--- config.mk ---
export PLATFORM = sky130hd
export DESIGN_NAME = tsm_observe_mux
export DESIGN_NICKNAME = d
export VERILOG_FILES = /design/src/core/tsm_pkg.sv /design/src/core/tsm_observe_mux.sv /design/src/core/tsm_probe_decode.sv
export SDC_FILE = /design/constraint.sdc
export NUM_CORES = 1
export LEC_CHECK = 0
export BUFFER_PORTS_ARGS = -buffer_cell sky130_fd_sc_hd__buf_2
export CORE_AREA = 2 2 85 63
export CTS_CLUSTER_SIZE = 10
export DETAILED_ROUTE_END_ITERATION = 10
export DIE_AREA = 0 0 87 65
export GPL_ROUTABILITY_DRIVEN = 0
export GPL_TIMING_DRIVEN = 0
export PLACE_DENSITY = 0.76
export SLEW_MARGIN = 20
export SYNTH_ARGS = -nofsm -noshare
export SYNTH_HDL_FRONTEND = slang
export SYNTH_SLANG_ARGS = --single-unit
--- constraint.sdc ---
create_clock -name clk -period 5.1 [get_ports clk]
set_clock_uncertainty 0.1 [all_clocks]
set_input_delay 1.53 -clock clk [delete_from_list [all_inputs] [get_ports clk]]
set_output_delay 1.53 -clock clk [all_outputs]
set_load 0.01 [all_outputs]
--- src/core/tsm_pkg.sv ---
package tsm_pkg;

  // register byte addresses on the apb slave
  localparam logic [7:0] OFS_OBSERVE = 8'h00;
  localparam logic [7:0] OFS_DIGITAL = 8'h04;
  localparam logic [7:0] OFS_ANALOG = 8'h08;
  localparam logic [7:0] OFS_STATUS = 8'h0C;

  // field layout of the observe control register
  localparam int SRC_LSB = 0;
  localparam int SRC_W = 3;
  localparam int ROUTE_BIT = 3;

  // widths of the probe and analog select fields
  localparam int DIGI_W = 8;
  localparam int ANA_W = 5;

  // status register bit positions
  localparam int ST_PIN = 0;
  localparam int ST_PROBE_ON = 1;
  localparam int ST_MANCH_OK = 2;
  localparam int ST_CODE_OK = 3;
  localparam int ST_ANA_LSB = 8;

  // reset values
  localparam logic [SRC_W-1:0] RST_SRC = 3'h0;
  localparam logic RST_ROUTE = 1'b0;
  localparam logic [DIGI_W-1:0] RST_DIGI = 8'h00;
  localparam logic [ANA_W-1:0] RST_ANA = 5'h00;

  // observation source codes
  localparam logic [SRC_W-1:0] SRC_LOW = 3'h0;
  localparam logic [SRC_W-1:0] SRC_HIGH = 3'h1;
  localparam logic [SRC_W-1:0] SRC_ENV = 3'h2;
  localparam logic [SRC_W-1:0] SRC_NRZ = 3'h3;
  localparam logic [SRC_W-1:0] SRC_MANCH_SUB = 3'h4;
  localparam logic [SRC_W-1:0] SRC_MANCH = 3'h5;

  // digital probe codes
  localparam logic [DIGI_W-1:0] PRB_NONE = 8'h00;
  localparam logic [DIGI_W-1:0] PRB_SDATA = 8'hF4;
  localparam logic [DIGI_W-1:0] PRB_SVALID = 8'hE4;
  localparam logic [DIGI_W-1:0] PRB_SCOLL = 8'hD4;
  localparam logic [DIGI_W-1:0] PRB_SCLOCK = 8'hC4;
  localparam logic [DIGI_W-1:0] PRB_RDSYNC = 8'hB5;
  localparam logic [DIGI_W-1:0] PRB_WRSYNC = 8'hA5;
  localparam logic [DIGI_W-1:0] PRB_CORECLK = 8'h96;
  localparam logic [DIGI_W-1:0] PRB_PHDEMOD = 8'h83;
  localparam logic [DIGI_W-1:0] PRB_PHAMP = 8'hE2;

  // probe vector layout
  localparam int NPROBE = 9;
  localparam logic [3:0] IDX_NONE = 4'hF;

  // highest defined analog select code
  localparam logic [ANA_W-1:0] ANA_MAX = 5'h0C;

  // maps a probe code onto its slot in the probe vector
  function automatic logic [3:0] probe_index(input logic [DIGI_W-1:0] c);
    case (c)
      PRB_SDATA: probe_index = 4'h0;
      PRB_SVALID: probe_index = 4'h1;
      PRB_SCOLL: probe_index = 4'h2;
      PRB_SCLOCK: probe_index = 4'h3;
      PRB_RDSYNC: probe_index = 4'h4;
      PRB_WRSYNC: probe_index = 4'h5;
      PRB_CORECLK: probe_index = 4'h6;
      PRB_PHDEMOD: probe_index = 4'h7;
      PRB_PHAMP: probe_index = 4'h8;
      default: probe_index = IDX_NONE;
    endcase
  endfunction

endpackage

--- src/core/tsm_observe_mux.sv ---
// How it works
// - routing off: code 000 low, 001 high, 010 receive envelope
// - routing off: 011 tx nrz, 100 manchester+subcarrier, 101 manchester
// - manchester selections pass only at 106 kBd type A
// - routing bit set with a nonzero probe code: pin carries probe, source select ignored
// - probe chosen by the probe select field of the digital register
// - F4h gives serial receive data, E4h gives the valid flag
// - D4h gives the collision flag of the current bit
// - C4h gives the serial bit clock
// - B5h gives synced read strobe, A5h synced write strobe
// - 96h gives the core clock level
// - 83h gives phase demod output, E2h its amplitude detect
// - 00h means no probe, pin follows the source select field
// - 5-bit analog field selects aux pin source, codes 0 to C
//
// The placing of the registers and the APB slave port are this design's own decisions.
`timescale 1ns/1ns
module tsm_observe_mux (
  // clock, reset, enable
  input wire logic clk,
  input wire logic reset,
  input wire logic ce,
  // apb slave
  input wire logic psel,
  input wire logic penable,
  input wire logic pwrite,
  input wire logic [7:0] paddr,
  input wire logic [31:0] pwdata,
  output logic [31:0] prdata,
  output logic pready,
  output logic pslverr,
  // link mode
  input wire logic rate106TypeA,
  // serial signal switch sources
  input wire logic envelope,
  input wire logic txNrz,
  input wire logic manchSubcarrier,
  input wire logic manchData,
  // digital probe sources
  input wire logic sData,
  input wire logic sValid,
  input wire logic sColl,
  input wire logic sClock,
  input wire logic rdSync,
  input wire logic wrSync,
  input wire logic coreClk,
  input wire logic phaseDemodOutput,
  input wire logic phaseAmplitudeDetect,
  // test pins
  output logic testObservePin,
  output logic [tsm_pkg::ANA_W-1:0] analogProbeSelect
);

  // register state
  logic [tsm_pkg::SRC_W-1:0] observeSourceSelect_ff;
  logic digitalProbeRouteEn_ff;
  logic [tsm_pkg::DIGI_W-1:0] digitalProbeSelect_ff;
  logic [tsm_pkg::ANA_W-1:0] analogProbeSelect_ff;
  logic testObservePin_ff;
  logic nxt_testObservePin;
  logic [31:0] prdata_ff;
  logic [31:0] nxt_prdata;
  logic pready_ff;
  logic pslverr_ff;
  logic nxt_pslverr;
  logic wrEn;
  logic setupPhase;
  logic probeBit;
  logic probeKnown;
  logic probeOn;
  logic srcBit;
  logic [tsm_pkg::NPROBE-1:0] probeBus;

  // apb phases: answer is given in the first access cycle
  assign setupPhase = psel && !penable && !pready_ff;
  assign wrEn = psel && penable && pready_ff && pwrite;

  // probe candidates in vector order
  assign probeBus = {phaseAmplitudeDetect, phaseDemodOutput, coreClk,
                     wrSync, rdSync, sClock, sColl, sValid, sData};

  // probe selection
  tsm_probe_decode #(
    .NP(tsm_pkg::NPROBE)
  ) u_decode (
    .probeCode(digitalProbeSelect_ff),
    .probeBus(probeBus),
    .probeBit(probeBit),
    .probeKnown(probeKnown)
  );

  // probe path is active only with routing bit set and a code present
  assign probeOn = digitalProbeRouteEn_ff &&
                   (digitalProbeSelect_ff != tsm_pkg::PRB_NONE);

  // serial signal switch
  always_comb begin
    case (observeSourceSelect_ff)
      tsm_pkg::SRC_LOW: srcBit = 1'b0;
      tsm_pkg::SRC_HIGH: srcBit = 1'b1;
      tsm_pkg::SRC_ENV: srcBit = envelope;
      tsm_pkg::SRC_NRZ: srcBit = txNrz;
      tsm_pkg::SRC_MANCH_SUB: begin
        srcBit = manchSubcarrier && rate106TypeA;
      end
      tsm_pkg::SRC_MANCH: begin
        srcBit = manchData && rate106TypeA;
      end
      default: srcBit = 1'b0; // reserved codes
    endcase
  end

  // final pin choice
  always_comb begin
    if (probeOn) begin
      nxt_testObservePin = probeBit;
    end else begin
      nxt_testObservePin = srcBit;
    end
  end

  // observation pin flop
  always_ff @(posedge clk) begin
    if (reset) begin
      testObservePin_ff <= 1'b0;
    end else if (ce) begin
      testObservePin_ff <= nxt_testObservePin;
    end
  end

  // observe control register
  always_ff @(posedge clk) begin
    if (reset) begin
      observeSourceSelect_ff <= tsm_pkg::RST_SRC;
      digitalProbeRouteEn_ff <= tsm_pkg::RST_ROUTE;
    end else if (ce && wrEn && paddr == tsm_pkg::OFS_OBSERVE) begin
      observeSourceSelect_ff <=
        pwdata[tsm_pkg::SRC_LSB +: tsm_pkg::SRC_W];
      digitalProbeRouteEn_ff <= pwdata[tsm_pkg::ROUTE_BIT];
    end
  end

  // digital test select register
  always_ff @(posedge clk) begin
    if (reset) begin
      digitalProbeSelect_ff <= tsm_pkg::RST_DIGI;
    end else if (ce && wrEn && paddr == tsm_pkg::OFS_DIGITAL) begin
      digitalProbeSelect_ff <= pwdata[tsm_pkg::DIGI_W-1:0];
    end
  end

  // analog test select register, drives the aux mux select
  always_ff @(posedge clk) begin
    if (reset) begin
      analogProbeSelect_ff <= tsm_pkg::RST_ANA;
    end else if (ce && wrEn && paddr == tsm_pkg::OFS_ANALOG) begin
      analogProbeSelect_ff <= pwdata[tsm_pkg::ANA_W-1:0];
    end
  end

  // read mux and error decode
  always_comb begin
    nxt_prdata = 32'h0000_0000;
    nxt_pslverr = 1'b0;
    case (paddr)
      tsm_pkg::OFS_OBSERVE: begin
        nxt_prdata[tsm_pkg::SRC_LSB +: tsm_pkg::SRC_W] =
          observeSourceSelect_ff;
        nxt_prdata[tsm_pkg::ROUTE_BIT] = digitalProbeRouteEn_ff;
      end
      tsm_pkg::OFS_DIGITAL: begin
        nxt_prdata[tsm_pkg::DIGI_W-1:0] = digitalProbeSelect_ff;
      end
      tsm_pkg::OFS_ANALOG: begin
        nxt_prdata[tsm_pkg::ANA_W-1:0] = analogProbeSelect_ff;
      end
      tsm_pkg::OFS_STATUS: begin
        nxt_prdata[tsm_pkg::ST_PIN] = testObservePin_ff;
        nxt_prdata[tsm_pkg::ST_PROBE_ON] = probeOn;
        nxt_prdata[tsm_pkg::ST_MANCH_OK] = rate106TypeA;
        nxt_prdata[tsm_pkg::ST_CODE_OK] = probeKnown;
        nxt_prdata[tsm_pkg::ST_ANA_LSB +: tsm_pkg::ANA_W] =
          analogProbeSelect_ff;
      end
      default: begin
        nxt_pslverr = 1'b1; // unmapped address
      end
    endcase
  end

  // apb answer flops: ready for one cycle after each setup
  always_ff @(posedge clk) begin
    if (reset) begin
      pready_ff <= 1'b0;
      pslverr_ff <= 1'b0;
      prdata_ff <= 32'h0000_0000;
    end else if (ce) begin
      pready_ff <= setupPhase;
      if (setupPhase) begin
        pslverr_ff <= nxt_pslverr;
        prdata_ff <= pwrite ? 32'h0000_0000 : nxt_prdata;
      end else begin
        pslverr_ff <= 1'b0;
        prdata_ff <= 32'h0000_0000;
      end
    end
  end

  // outputs straight from flops
  assign testObservePin = testObservePin_ff;
  assign analogProbeSelect = analogProbeSelect_ff;
  assign prdata = prdata_ff;
  assign pready = pready_ff;
  assign pslverr = pslverr_ff;

  // checks on the routing result, the analog select and the apb ready one cycle after their cause
  a_low_code: assert property (
    @(posedge clk) disable iff (reset)
    (ce && !probeOn && observeSourceSelect_ff == tsm_pkg::SRC_LOW)
    |=> !testObservePin)
    else $error("pin not low for code 000");

  a_high_code: assert property (
    @(posedge clk) disable iff (reset)
    (ce && !probeOn && observeSourceSelect_ff == tsm_pkg::SRC_HIGH)
    |=> testObservePin)
    else $error("pin not high for code 001");

  a_env_follow: assert property (
    @(posedge clk) disable iff (reset)
    (ce && !probeOn && observeSourceSelect_ff == tsm_pkg::SRC_ENV)
    |=> testObservePin == $past(envelope))
    else $error("pin does not follow envelope");

  a_nrz_follow: assert property (
    @(posedge clk) disable iff (reset)
    (ce && !probeOn && observeSourceSelect_ff == tsm_pkg::SRC_NRZ)
    |=> testObservePin == $past(txNrz))
    else $error("pin does not follow tx nrz");

  a_manch_gate: assert property (
    @(posedge clk) disable iff (reset)
    (ce && !probeOn && !rate106TypeA &&
     (observeSourceSelect_ff == tsm_pkg::SRC_MANCH ||
      observeSourceSelect_ff == tsm_pkg::SRC_MANCH_SUB))
    |=> !testObservePin)
    else $error("manchester routed outside 106 kBd type A");

  a_manch_pass: assert property (
    @(posedge clk) disable iff (reset)
    (ce && !probeOn && rate106TypeA &&
     observeSourceSelect_ff == tsm_pkg::SRC_MANCH)
    |=> testObservePin == $past(manchData))
    else $error("manchester data not routed");

  a_probe_sdata: assert property (
    @(posedge clk) disable iff (reset)
    (ce && digitalProbeRouteEn_ff &&
     digitalProbeSelect_ff == tsm_pkg::PRB_SDATA)
    |=> testObservePin == $past(sData))
    else $error("probe F4h does not give serial data");

  a_probe_coll: assert property (
    @(posedge clk) disable iff (reset)
    (ce && digitalProbeRouteEn_ff &&
     digitalProbeSelect_ff == tsm_pkg::PRB_SCOLL)
    |=> testObservePin == $past(sColl))
    else $error("probe D4h does not give collision flag");

  a_probe_strobe: assert property (
    @(posedge clk) disable iff (reset)
    (ce && digitalProbeRouteEn_ff &&
     digitalProbeSelect_ff == tsm_pkg::PRB_WRSYNC)
    |=> testObservePin == $past(wrSync))
    else $error("probe A5h does not give write strobe");

  a_probe_phase: assert property (
    @(posedge clk) disable iff (reset)
    (ce && digitalProbeRouteEn_ff &&
     digitalProbeSelect_ff == tsm_pkg::PRB_PHAMP)
    |=> testObservePin == $past(phaseAmplitudeDetect))
    else $error("probe E2h does not give amplitude detect");

  a_probe_valid: assert property (
    @(posedge clk) disable iff (reset)
    (ce && digitalProbeRouteEn_ff &&
     digitalProbeSelect_ff == tsm_pkg::PRB_SVALID)
    |=> testObservePin == $past(sValid))
    else $error("probe E4h does not give valid flag");

  a_probe_sclock: assert property (
    @(posedge clk) disable iff (reset)
    (ce && digitalProbeRouteEn_ff &&
     digitalProbeSelect_ff == tsm_pkg::PRB_SCLOCK)
    |=> testObservePin == $past(sClock))
    else $error("probe C4h does not give serial clock");

  a_probe_read: assert property (
    @(posedge clk) disable iff (reset)
    (ce && digitalProbeRouteEn_ff &&
     digitalProbeSelect_ff == tsm_pkg::PRB_RDSYNC)
    |=> testObservePin == $past(rdSync))
    else $error("probe B5h does not give read strobe");

  a_probe_coreclk: assert property (
    @(posedge clk) disable iff (reset)
    (ce && digitalProbeRouteEn_ff &&
     digitalProbeSelect_ff == tsm_pkg::PRB_CORECLK)
    |=> testObservePin == $past(coreClk))
    else $error("probe 96h does not give core clock");

  a_probe_demod: assert property (
    @(posedge clk) disable iff (reset)
    (ce && digitalProbeRouteEn_ff &&
     digitalProbeSelect_ff == tsm_pkg::PRB_PHDEMOD)
    |=> testObservePin == $past(phaseDemodOutput))
    else $error("probe 83h does not give demod output");

  a_none_follows: assert property (
    @(posedge clk) disable iff (reset)
    (ce && digitalProbeSelect_ff == tsm_pkg::PRB_NONE &&
     observeSourceSelect_ff == tsm_pkg::SRC_HIGH)
    |=> testObservePin)
    else $error("code 00h does not fall back to source select");

  a_rsv_low: assert property (
    @(posedge clk) disable iff (reset)
    (ce && !probeOn && observeSourceSelect_ff[2] &&
     observeSourceSelect_ff[1])
    |=> !testObservePin)
    else $error("reserved source code not low");

  a_ana_write: assert property (
    @(posedge clk) disable iff (reset)
    (ce && wrEn && paddr == tsm_pkg::OFS_ANALOG)
    |=> analogProbeSelect == $past(pwdata[tsm_pkg::ANA_W-1:0]))
    else $error("analog select not loaded");

  a_apb_ready: assert property (
    @(posedge clk) disable iff (reset)
    (ce && setupPhase) |=> pready ##1 (!pready || !ce))
    else $error("apb answer not one cycle");

  // main scenarios
  c_probe_route: cover property (
    @(posedge clk) disable iff (reset)
    probeOn && probeKnown && ce);
  c_manch_106: cover property (
    @(posedge clk) disable iff (reset)
    !probeOn && rate106TypeA &&
    observeSourceSelect_ff == tsm_pkg::SRC_MANCH_SUB);
  c_ana_max: cover property (
    @(posedge clk) disable iff (reset)
    analogProbeSelect_ff == tsm_pkg::ANA_MAX);
  c_bad_addr: cover property (
    @(posedge clk) disable iff (reset)
    pready && pslverr);

endmodule // tsm_observe_mux

--- src/core/tsm_probe_decode.sv ---
`timescale 1ns/1ns
module tsm_probe_decode #(
  parameter int NP = tsm_pkg::NPROBE
) (
  // probe code and candidate signals
  input wire logic [tsm_pkg::DIGI_W-1:0] probeCode,
  input wire logic [NP-1:0] probeBus,
  // selected probe
  output logic probeBit,
  output logic probeKnown
);

  logic [3:0] idx;

  // pick the probe slot; unknown codes give a low level
  always_comb begin
    idx = tsm_pkg::probe_index(probeCode);
    probeKnown = (idx != tsm_pkg::IDX_NONE);
    probeBit = 1'b0;
    for (int i = 0; i < NP; i++) begin
      if (idx == i[3:0]) begin
        probeBit = probeBus[i];
      end
    end
  end

endmodule // tsm_probe_decode

==> flow_metrics.tcl, run 1 <==
set metrics [dict create \
    status "completed" \
    synth_common_cells "nor2_1 (37), dfxtp_1 (33), buf_4 (21), mux2i_1 (21), a21oi_1 (20)" \
    synthTopCellsByArea "dfxtp_1 (32%), mux2i_1 (10%), buf_4 (7.5%)" \
    required_ps 5160 \
    wire_per_inst_um 13.5 \
    cts-root-buf "clkbuf_8" \
    antenna_found_initial 0 \
    drtIter0Drc 181 \
    synthCells 244 \
    clkSinkCount 33 \
    yosys.area.top_type "dfxtp_1" \
    yosys_warnings 0 \
    io_buffers 54 \
    layout_setup_ws_ps 1880 \
    fmax_mhz 311 \
    tightest_slew_ps 526 \
    die_y_um 65 \
    power_leakage_nw 1.17 \
    fin_setup_tns_ps 0 \
    maxCapViolCount 0 \
    num_vias 1978 \
    synth.distinct_cells 57 \
    ys_seq_area_frac 0.315 \
    syn2layout_area_growth_pct 25.3 \
    drcViolationCount 0 \
    grt_usage 0.195 \
    cts-hold-fix-buffers 0 \
    hold_path_class "reg -> reg" \
    cts_tree "yes" \
    fin_crit_ps 3220 \
    peakVddDrop_uv 124 \
    cp.arrival_ps 3280 \
    slew_headroom 0.640 \
    r2r-start "digitalProbeSelect_ff[7]$_SDFFE_PP0P_" \
    async_flop_share 0 \
    wl_mm 5.17 \
    rsz0062_at_grt "no" \
    grt_overflow 0 \
    finalHoldViolations 0 \
    drive_above_1_share 0.321 \
    start_kind "primary input" \
    clock_latency_ps 290 \
    synth_top_cell_area_share 0.315 \
    end_kind "flop" \
    maxSlewViolCount 0 \
    pin_count 100 \
    grt_max_degree 11 \
    core_area_um2 4930 \
    htreeDepth 2 \
    initial_core_util 0.425 \
    cts_setup_buffers 0 \
    worstSetupPathType "in -> reg" \
    die_x_um 87 \
    power_density_nw_per_um2 217 \
    setup_viol 0 \
    synth-edff-count 0 \
    clk_path_buf_depth 2 \
    num_antenna_cells 0 \
    drtAntennaViolNets 0 \
    core.rowCount 22 \
    power_w 0.000569 \
    grt_pass1_vias 1739 \
    numCtsBuffers 5 \
    nNetsFinal 383 \
    ys_ff_latch 33 \
    ff2ff_setup_slack_ps 2810 \
    crit_path_start "paddr[1]" \
    timing.hold.ws_ps 367 \
    place_ws_ps 1640 \
    cts_resized 0 \
    firstDrtPassIters 4 \
    yosysMostFrequentCell "nor2_1" \
    viasPerCell 5.15 \
    critPathMaxFanout 5 \
    hpwl_mm 3.91 \
    clk_pin_slew_worst_paths_ps 70 \
    timing.final.crit_share 0.631 \
    syn-cell-area_um2 2100 \
    grt_pass1_wl_mm 8.50 \
    min_from "prdata[1]$_SDFFE_PP0P_" \
    synth.avg_cell_area_um2 8.59 \
    dieArea_um2 5660 \
    ys.flop_type "dfxtp_1" \
]
-- final timing paths --
| kind | endpoint | depth (start not counted) |
|---|---|---|
| setup / recovery | analogProbeSelect[3]$_SDFFE_PP0P_ | 7 |
| hold / removal | prdata[1]$_SDFFE_PP0P_ | 2 |
| setup reg to reg | testObservePin$_SDFFE_PP0P_ | 6 |
| hold reg to reg | prdata[1]$_SDFFE_PP0P_ | 2 |
-- cells in the final DEF (no fill, tap or decap), types with 3 or more instances in the layout --
cell type,instances
a21oi_1,20
a31oi_1,3
buf_2,55
buf_4,21
buf_6,4
clkbuf_1,6
clkbuf_8,7
conb_1,19
dfxtp_1,33
inv_1,5
mux2i_1,21
mux4_2,3
nand2_1,7
nand2b_1,3
nand3_1,3
nand3b_1,5
nor2_1,37
nor2b_1,14
nor3_1,3
-- where the power goes --
group,total [W],leakage (nW),switching [W],internal [W]
Sequential,0.000259,0.266,0.000000760,0.000259
Clock,0.000254,0.0585,0.0000947,0.000159
Combinational,0.0000557,0.846,0.0000284,0.0000273
-- metrics by stage --
stage                     std cells   util  cell area, um^2
final                           384  0.533             2630
after global routing            384  0.533             2630
after CTS                       384  0.533             2630
after detailed placement        376  0.509             2510
after global placement          376  0.509             2510
after floorplan                 262      -             2160
-- flip-flops by register name, indices dropped and copies added (netlist names) --
signal,cells
prdata,13
observeSourceSelect_ff,3
pslverr,1
testObservePin,1
digitalProbeRouteEn_ff,1
digitalProbeSelect_ff,8
pready,1
analogProbeSelect,5
-- critical path, stage by stage --
cell     delay, ps
buf_2           90
nor4_1         340
nand3_1        170
or2_1          320
nor3b_2        490
mux2i_1        280
nor2_1          60
-- cell type report --
type	instances	area, um^2
Timing Repair Buffer	54	270
Clock buffer	7	86.3
Tap cell	60	75.1
Fill cell	481	2300
Sequential cell	33	661
Clock inverter	1	30.0
Buffer	35	263
Inverter	6	22.5
Multi-Input combinational cell	188	1220
-- per-layer routing --
layer / vias up / GRT usage / wire [um]
met4: 0 / 0.0586 / 49
met2: 93 / 0.291 / 2220
met3: 6 / 0.0433 / 430
li1: 986 / - / -
met1: 893 / 0.278 / 2470
met5: - / 0 / 0
-- cells by family (layout without fill, tap and decap cells) --
kind of cell    Yosys count  in the layout  synth area share
compound gates           48             48             0.152
buf+inv                  41            103             0.136
flops                    33             33             0.315
mux                      24             24             0.133
other cells               1             19           0.00179
simple gates             97             97             0.263
Note: power is estimated with default switching activity, not from simulation.
==> inputs of run 2 (changes only) <==
--- a/config.mk
+++ b/config.mk
@@ -5,14 +5,15 @@
 export SDC_FILE = /design/constraint.sdc
 export NUM_CORES = 1
 export LEC_CHECK = 0
+export ABC_AREA = 1
 export BUFFER_PORTS_ARGS = -buffer_cell sky130_fd_sc_hd__buf_2
-export CORE_AREA = 2 2 85 63
+export CORE_AREA = 2 2 85 62
 export CTS_CLUSTER_SIZE = 10
 export DETAILED_ROUTE_END_ITERATION = 10
-export DIE_AREA = 0 0 87 65
+export DIE_AREA = 0 0 87 64
 export GPL_ROUTABILITY_DRIVEN = 0
 export GPL_TIMING_DRIVEN = 0
-export PLACE_DENSITY = 0.76
+export PLACE_DENSITY = 0.75
 export SLEW_MARGIN = 20
 export SYNTH_ARGS = -nofsm -noshare
 export SYNTH_HDL_FRONTEND = slang
==> constraint.sdc (replaced) <==
create_clock -name clk -period 2.72 [get_ports clk]
set_clock_uncertainty 0.1 [all_clocks]
set_input_delay 0.816 -clock clk [delete_from_list [all_inputs] [get_ports clk]]
set_output_delay 0.816 -clock clk [all_outputs]
set_load 0.01 [all_outputs]
==> flow_metrics.tcl, run 2 <==
set metrics [dict create \
    wire_per_inst_um 11.9 \
    cp_slowest_cell "or2_4" \
    ys.flop_type "dfxtp_1" \
    grt_overflow 0 \
    layout_common_cells "buf_2 (55), nand2_1 (54), dfxtp_1 (33)" \
    synth-edff-count 0 \
    maxCapViolCount 0 \
    drtIter0Drc 160 \
    hold_path_class "reg -> reg" \
    grt_pass1_vias 1717 \
    critPathMaxFanout 4 \
    drcViolationCount 0 \
    core.rowCount 21 \
    yosysMostFrequentCell "nand2_1" \
    start_kind "primary input" \
    grt_max_degree 11 \
    required_ps 2830 \
    fillers 479 \
    dpl_cell_area_um2 2310 \
    finalHoldViolations 0 \
    setup_viol 0 \
    fin_area_um2 2410 \
    ys_ff_latch 33 \
    dp.cells 399 \
    clk_pin_slew_worst_paths_ps 70 \
    fin_setup_tns_ps 0 \
    use_met1 0.261 \
    synth.avg_cell_area_um2 7.03 \
    clkSinkCount 33 \
    timing.final.crit_share 0.710 \
    rsz0062_at_grt "no" \
    drtAntennaViolNets 0 \
    critPathMaxStageDelay_ps 270 \
    final_cells 407 \
    cp.arrival_ps 2040 \
    pin_count 100 \
    layout.area.seq_um2 661 \
    slew_headroom 0.596 \
    end_kind "flop" \
    synthTopCellsByArea "dfxtp_1 (35%), nand2_1 (11%), buf_4 (7.5%)" \
    peakVddDrop_uv 269 \
    crit_chain "buf_2 -> or2_4 -> clkinv_4 -> nand4_1 -> inv_1 -> nor3_1 -> nor2_1 -> o21ai_1 -> a21oi_1" \
    viasPerCell 4.78 \
    synth_common_cells "nand2_1 (54), dfxtp_1 (33), inv_1 (28)" \
    multi_input_area_um2 997 \
    synth.distinct_cells 33 \
    ys_seq_area_frac 0.349 \
    htreeDepth 2 \
    async_flop_share 0 \
    cts_resized 0 \
    cts-hold-fix-buffers 0 \
    die_y_um 64 \
    power_leakage_nw 1.14 \
    cts_tree "yes" \
    final_common_cell "buf_2" \
    yosys_warnings 0 \
    status "completed" \
    worstSetupPathType "in -> reg" \
    maxSlewViolCount 0 \
    antenna_found_initial 0 \
    initial_core_util 0.402 \
    met2_usage 0.259 \
    grt_usage 0.178 \
    fin_crit_ps 1930 \
    power_density_nw_per_um2 413 \
    num_vias 1945 \
    dieArea_um2 5570 \
    cts_setup_buffers 0 \
    syn-cell-area_um2 1890 \
    clk_path_buf_depth 2 \
    clock_latency_ps 290 \
    num_antenna_cells 0 \
    core_area_um2 4700 \
    io_buffers 55 \
    critPathBufInv 3 \
    cts-root-buf "clkbuf_8" \
    top_usage_layer "met1" \
    tightest_slew_ps 607 \
    drive_above_1_share 0.303 \
    nNetsFinal 409 \
    numCtsBuffers 5 \
    syn2layout_area_growth_pct 27.2 \
    fmax_mhz 518 \
    die_x_um 87 \
    firstDrtPassIters 5 \
    hpwl_mm 3.91 \
    path_delay_family "simple AND/OR/NAND/NOR gates" \
    yosys.area.top_type "dfxtp_1" \
    grt_use_met3 0.0465 \
    grt_pass1_wl_mm 7.79 \
    synth_top_cell_area_share 0.349 \
    synthCells 269 \
    wl_mm 4.83 \
    largest_register_ffs 13 \
]
-- run 2: changes by cell type in the layout (fill, tap and decap cells not counted), moves of 11 or more --
| cell | delta |
|---|---|
| nor2_1 | -11 |
| mux2i_1 | -21 |
| nor2b_1 | -14 |
| o21ai_0 | +12 |
| inv_1 | +23 |
| nand2_1 | +47 |
-- run 2: path summary, 6_finish.rpt --
kind                                from                 endpoint  slack, ps  cells after the start
setup / recovery                paddr[1]   prdata[1]$_SDFFE_PP0P_        790                      9
hold / removal    prdata[0]$_SDFFE_PP0P_   prdata[0]$_SDFFE_PP0P_        360                      2
setup reg to reg     pready$_SDFFE_PP0P_  prdata[10]$_SDFFE_PP0P_       1120                      7
hold reg to reg   prdata[0]$_SDFFE_PP0P_   prdata[0]$_SDFFE_PP0P_        360                      2
-- run 2: layer usage --
metal	vias to the layer above	wire, um
li1	1011	-
met1	859	2400
met2	70	1990
met3	5	401
met4	0	37
met5	-	0
-- run 2: worst reg2reg max path, cell delays in order, from the launching register on --
cell	delay (ps)
dfxtp_1	330
nor3b_1	260
nand2_1	120
nor2_2	210
inv_1	100
nor2_2	210
nand2_1	90
a21oi_1	120
-- run 2: cells by family (layout without fill, tap and decap cells) --
kind of cell | Yosys count | in the layout | synth area share
DFF | 33 | 33 | 0.349
buffers and inverters | 58 | 121 | 0.159
and+or+nand+nor | 120 | 120 | 0.308
AOI/OAI and AO/OA | 57 | 57 | 0.181
other | 1 | 19 | 0.00198
-- run 2: where the power goes --
part | switching, W | internal (W) | leakage (nW)
Sequential | 0.00000132 | 0.000485 | 0.266
Clock | 0.000182 | 0.000229 | 0.0542
Combinational | 0.0000547 | 0.0000434 | 0.821
Total | 0.000238 | 0.000757 | 1.14
-- run 2: layout make-up --
cell class	instances	share of cell area
plain buffers	24	0.0702
clock buffers	7	0.0400
clock inverters	1	0.00208
inverters	34	0.0551
multi-input cells	196	0.414
flip-flops and latches	33	0.274
well taps	57	0.0296
repair buffers	55	0.114
-- run 2: metrics by stage --
stage	setup WS [ps]	power [W]	hold WS, ps	util
finish	789	0.000995	361	0.512
global route	640	0.00103	377	0.512
CTS	818	0.000995	363	0.512
detailed placement	527	0.000594	353	0.490
global placement	562	0.000593	353	0.490
floorplan	817	0.000556	371	-
==> inputs of run 3 (changes only) <==
--- a/config.mk
+++ b/config.mk
@@ -7,13 +7,13 @@
 export LEC_CHECK = 0
 export ABC_AREA = 1
 export BUFFER_PORTS_ARGS = -buffer_cell sky130_fd_sc_hd__buf_2
-export CORE_AREA = 2 2 85 62
+export CORE_AREA = 2 2 81 60
 export CTS_CLUSTER_SIZE = 10
 export DETAILED_ROUTE_END_ITERATION = 10
-export DIE_AREA = 0 0 87 64
+export DIE_AREA = 0 0 83 62
 export GPL_ROUTABILITY_DRIVEN = 0
 export GPL_TIMING_DRIVEN = 0
-export PLACE_DENSITY = 0.75
+export PLACE_DENSITY = 0.78
 export SLEW_MARGIN = 20
 export SYNTH_ARGS = -nofsm -noshare
 export SYNTH_HDL_FRONTEND = slang
==> constraint.sdc (replaced) <==
create_clock -name clk -period 2 [get_ports clk]
set_clock_uncertainty 0.1 [all_clocks]
set_input_delay 0.6 -clock clk [delete_from_list [all_inputs] [get_ports clk]]
set_output_delay 0.6 -clock clk [all_outputs]
set_load 0.01 [all_outputs]
==> flow_metrics.tcl, run 3 (synthesized netlist as in run 2, its figures left out) <==
set metrics [dict create \
    comb_power_share 0.094 \
    wire_per_inst_um 11.7 \
    clk_pin_slew_worst_paths_ps 70 \
    hold_depth 2 \
    timing.hold.ws_ps 364 \
    grt_pass1_vias 1687 \
    pwr-share-clk 0.443 \
    finalHoldViolations 0 \
    clk_path_buf_depth 2 \
    critPathMaxFanout 4 \
    netSwitchingPower_w 0.000334 \
    dieArea_um2 5150 \
    maxCapViolCount 0 \
    hold_path_class "reg -> reg" \
    r2r_end "prdata[11]$_SDFFE_PP0P_" \
    fmax_mhz 573 \
    syn2layout_area_growth_pct 28.0 \
    fin_setup_tns_ps 0 \
    cts_tree "yes" \
    end_kind "flop" \
    core_area_um2 4490 \
    power_density_nw_per_um2 589 \
    netSwitchingFraction 0.235 \
    core.rowCount 21 \
    final_cells 407 \
    p_int_w 0.00109 \
    htreeDepth 2 \
    cp_num_cells 9 \
    cts-root-buf "clkbuf_8" \
    clkSinkCount 33 \
    multi_input_area_um2 997 \
    die_x_um 83 \
    numCtsBuffers 5 \
    wl_mm 4.77 \
    clock_latency_ps 290 \
    maxSlewViolCount 0 \
    layout.area.seq_um2 661 \
    antenna_found_initial 0 \
    pin_count 100 \
    grt_usage 0.193 \
    peakVddDrop_uv 396 \
    path_delay_family "simple AND/OR/NAND/NOR gates" \
    setup_viol 0 \
    nNetsFinal 409 \
    final_common_cell "buf_2" \
    drcViolationCount 0 \
    seqPwrFrac 0.464 \
    hpwl_mm 3.92 \
    layout_common_cells "buf_2 (55), nand2_1 (54), dfxtp_1 (33)" \
    cts_setup_buffers 0 \
    dp.cells 399 \
    fin_crit_ps 1740 \
    num_antenna_cells 0 \
    tightest_slew_ps 599 \
    drtIter0Drc 156 \
    cts_resized 0 \
    initial_core_util 0.421 \
    crit_chain "buf_2 -> or2_4 -> clkinv_4 -> nand4_1 -> inv_1 -> nor3_1 -> nor2_1 -> o21ai_1 -> a21oi_1" \
    rsz0062_at_grt "no" \
    cp_slowest_cell "nor3_1" \
    start_kind "primary input" \
    ff2ff_setup_slack_ps 390 \
    io_buffers 55 \
    worstSetupPathType "in -> reg" \
    timing.final.crit_share 0.872 \
    firstDrtPassIters 4 \
    required_ps 2050 \
    fillers 435 \
    critPathBufInv 3 \
    cp.arrival_ps 1800 \
    min_from "prdata[6]$_SDFFE_PP0P_" \
    drive_above_1_share 0.303 \
    ff2ff_path_depth 7 \
    grt_max_degree 13 \
    status "completed" \
    die_y_um 62 \
    cts-hold-fix-buffers 0 \
    drtAntennaViolNets 0 \
    holdPathEnd "prdata[6]$_SDFFE_PP0P_" \
    largest_register_ffs 13 \
    power_leakage_nw 1.14 \
    slew_headroom 0.601 \
    num_vias 1949 \
    critPathMaxStageDelay_ps 300 \
    viasPerCell 4.79 \
    r2r-start "pready$_SDFFE_PP0P_" \
    grt_pass1_wl_mm 7.69 \
    grt_overflow 0 \
]
run 3: area by class of cell:
cell class,count,share of cell area
plain buffers,24,0.0698
well taps,57,0.0295
multi-input cells,196,0.412
flip-flops and latches,33,0.273
clock inverters,3,0.0191
clock buffers,5,0.0284
inverters,34,0.0548
repair buffers,55,0.114
run 3: worst max path at each step:
stage / slack (ps) / startpoint / to
global placement: 60 / paddr[7] / prdata[1]$_SDFFE_PP0P_
CTS: 310 / paddr[0] / prdata[1]$_SDFFE_PP0P_
finish: 260 / paddr[0] / prdata[1]$_SDFFE_PP0P_
detailed placement: 9 / paddr[0] / prdata[1]$_SDFFE_PP0P_
global route: 190 / paddr[7] / prdata[1]$_SDFFE_PP0P_
floorplan: 310 / paddr[1] / digitalProbeSelect_ff[1]$_SDFFE_PP0P_
run 3: routing by layer:
metal	vias to the layer above	part of all wire	routed length (um)	global-route usage
li1	1017	-	-	-
met1	861	0.46	2200	0.247
met2	61	0.45	2150	0.325
met3	10	0.072	346	0.0515
met4	0	0.016	78	0.0679
met5	-	0	0	0
run 3: worst register-to-register path, stage by stage, from the launching register on:
cell     delay (ps)
dfxtp_1         330
nor3b_1         270
nand2_1         120
nor2_2          210
inv_1           100
nor2_2          200
nand2_1          80
a21oi_1         130
run 3: per-stage QoR:
stage / power [W] / cell area, um^2 / utilization / setup WS [ps]
2_1_floorplan: 0.000757 / 1960 / - / 313
3_3_place_gp: 0.000806 / 2310 / 0.513 / 58.8
3_5_place_dp: 0.000808 / 2310 / 0.513 / 9.47
4_1_cts: 0.00144 / 2420 / 0.539 / 307
5_1_grt: 0.00149 / 2420 / 0.539 / 185
6_report: 0.00143 / 2420 / 0.539 / 256
run 3: power by group through the flow:
| stage | registers (W) | clock network, W | logic [W] |
|---|---|---|---|
| 2_1_floorplan | 0.000677 | 0 | 0.0000795 |
| 3_3_place_gp | 0.000676 | 0 | 0.000130 |
| 3_5_place_dp | 0.000676 | 0 | 0.000132 |
| 4_1_cts | 0.000661 | 0.000643 | 0.000132 |
| 5_1_grt | 0.000661 | 0.000676 | 0.000151 |
| 6_report | 0.000661 | 0.000631 | 0.000134 |
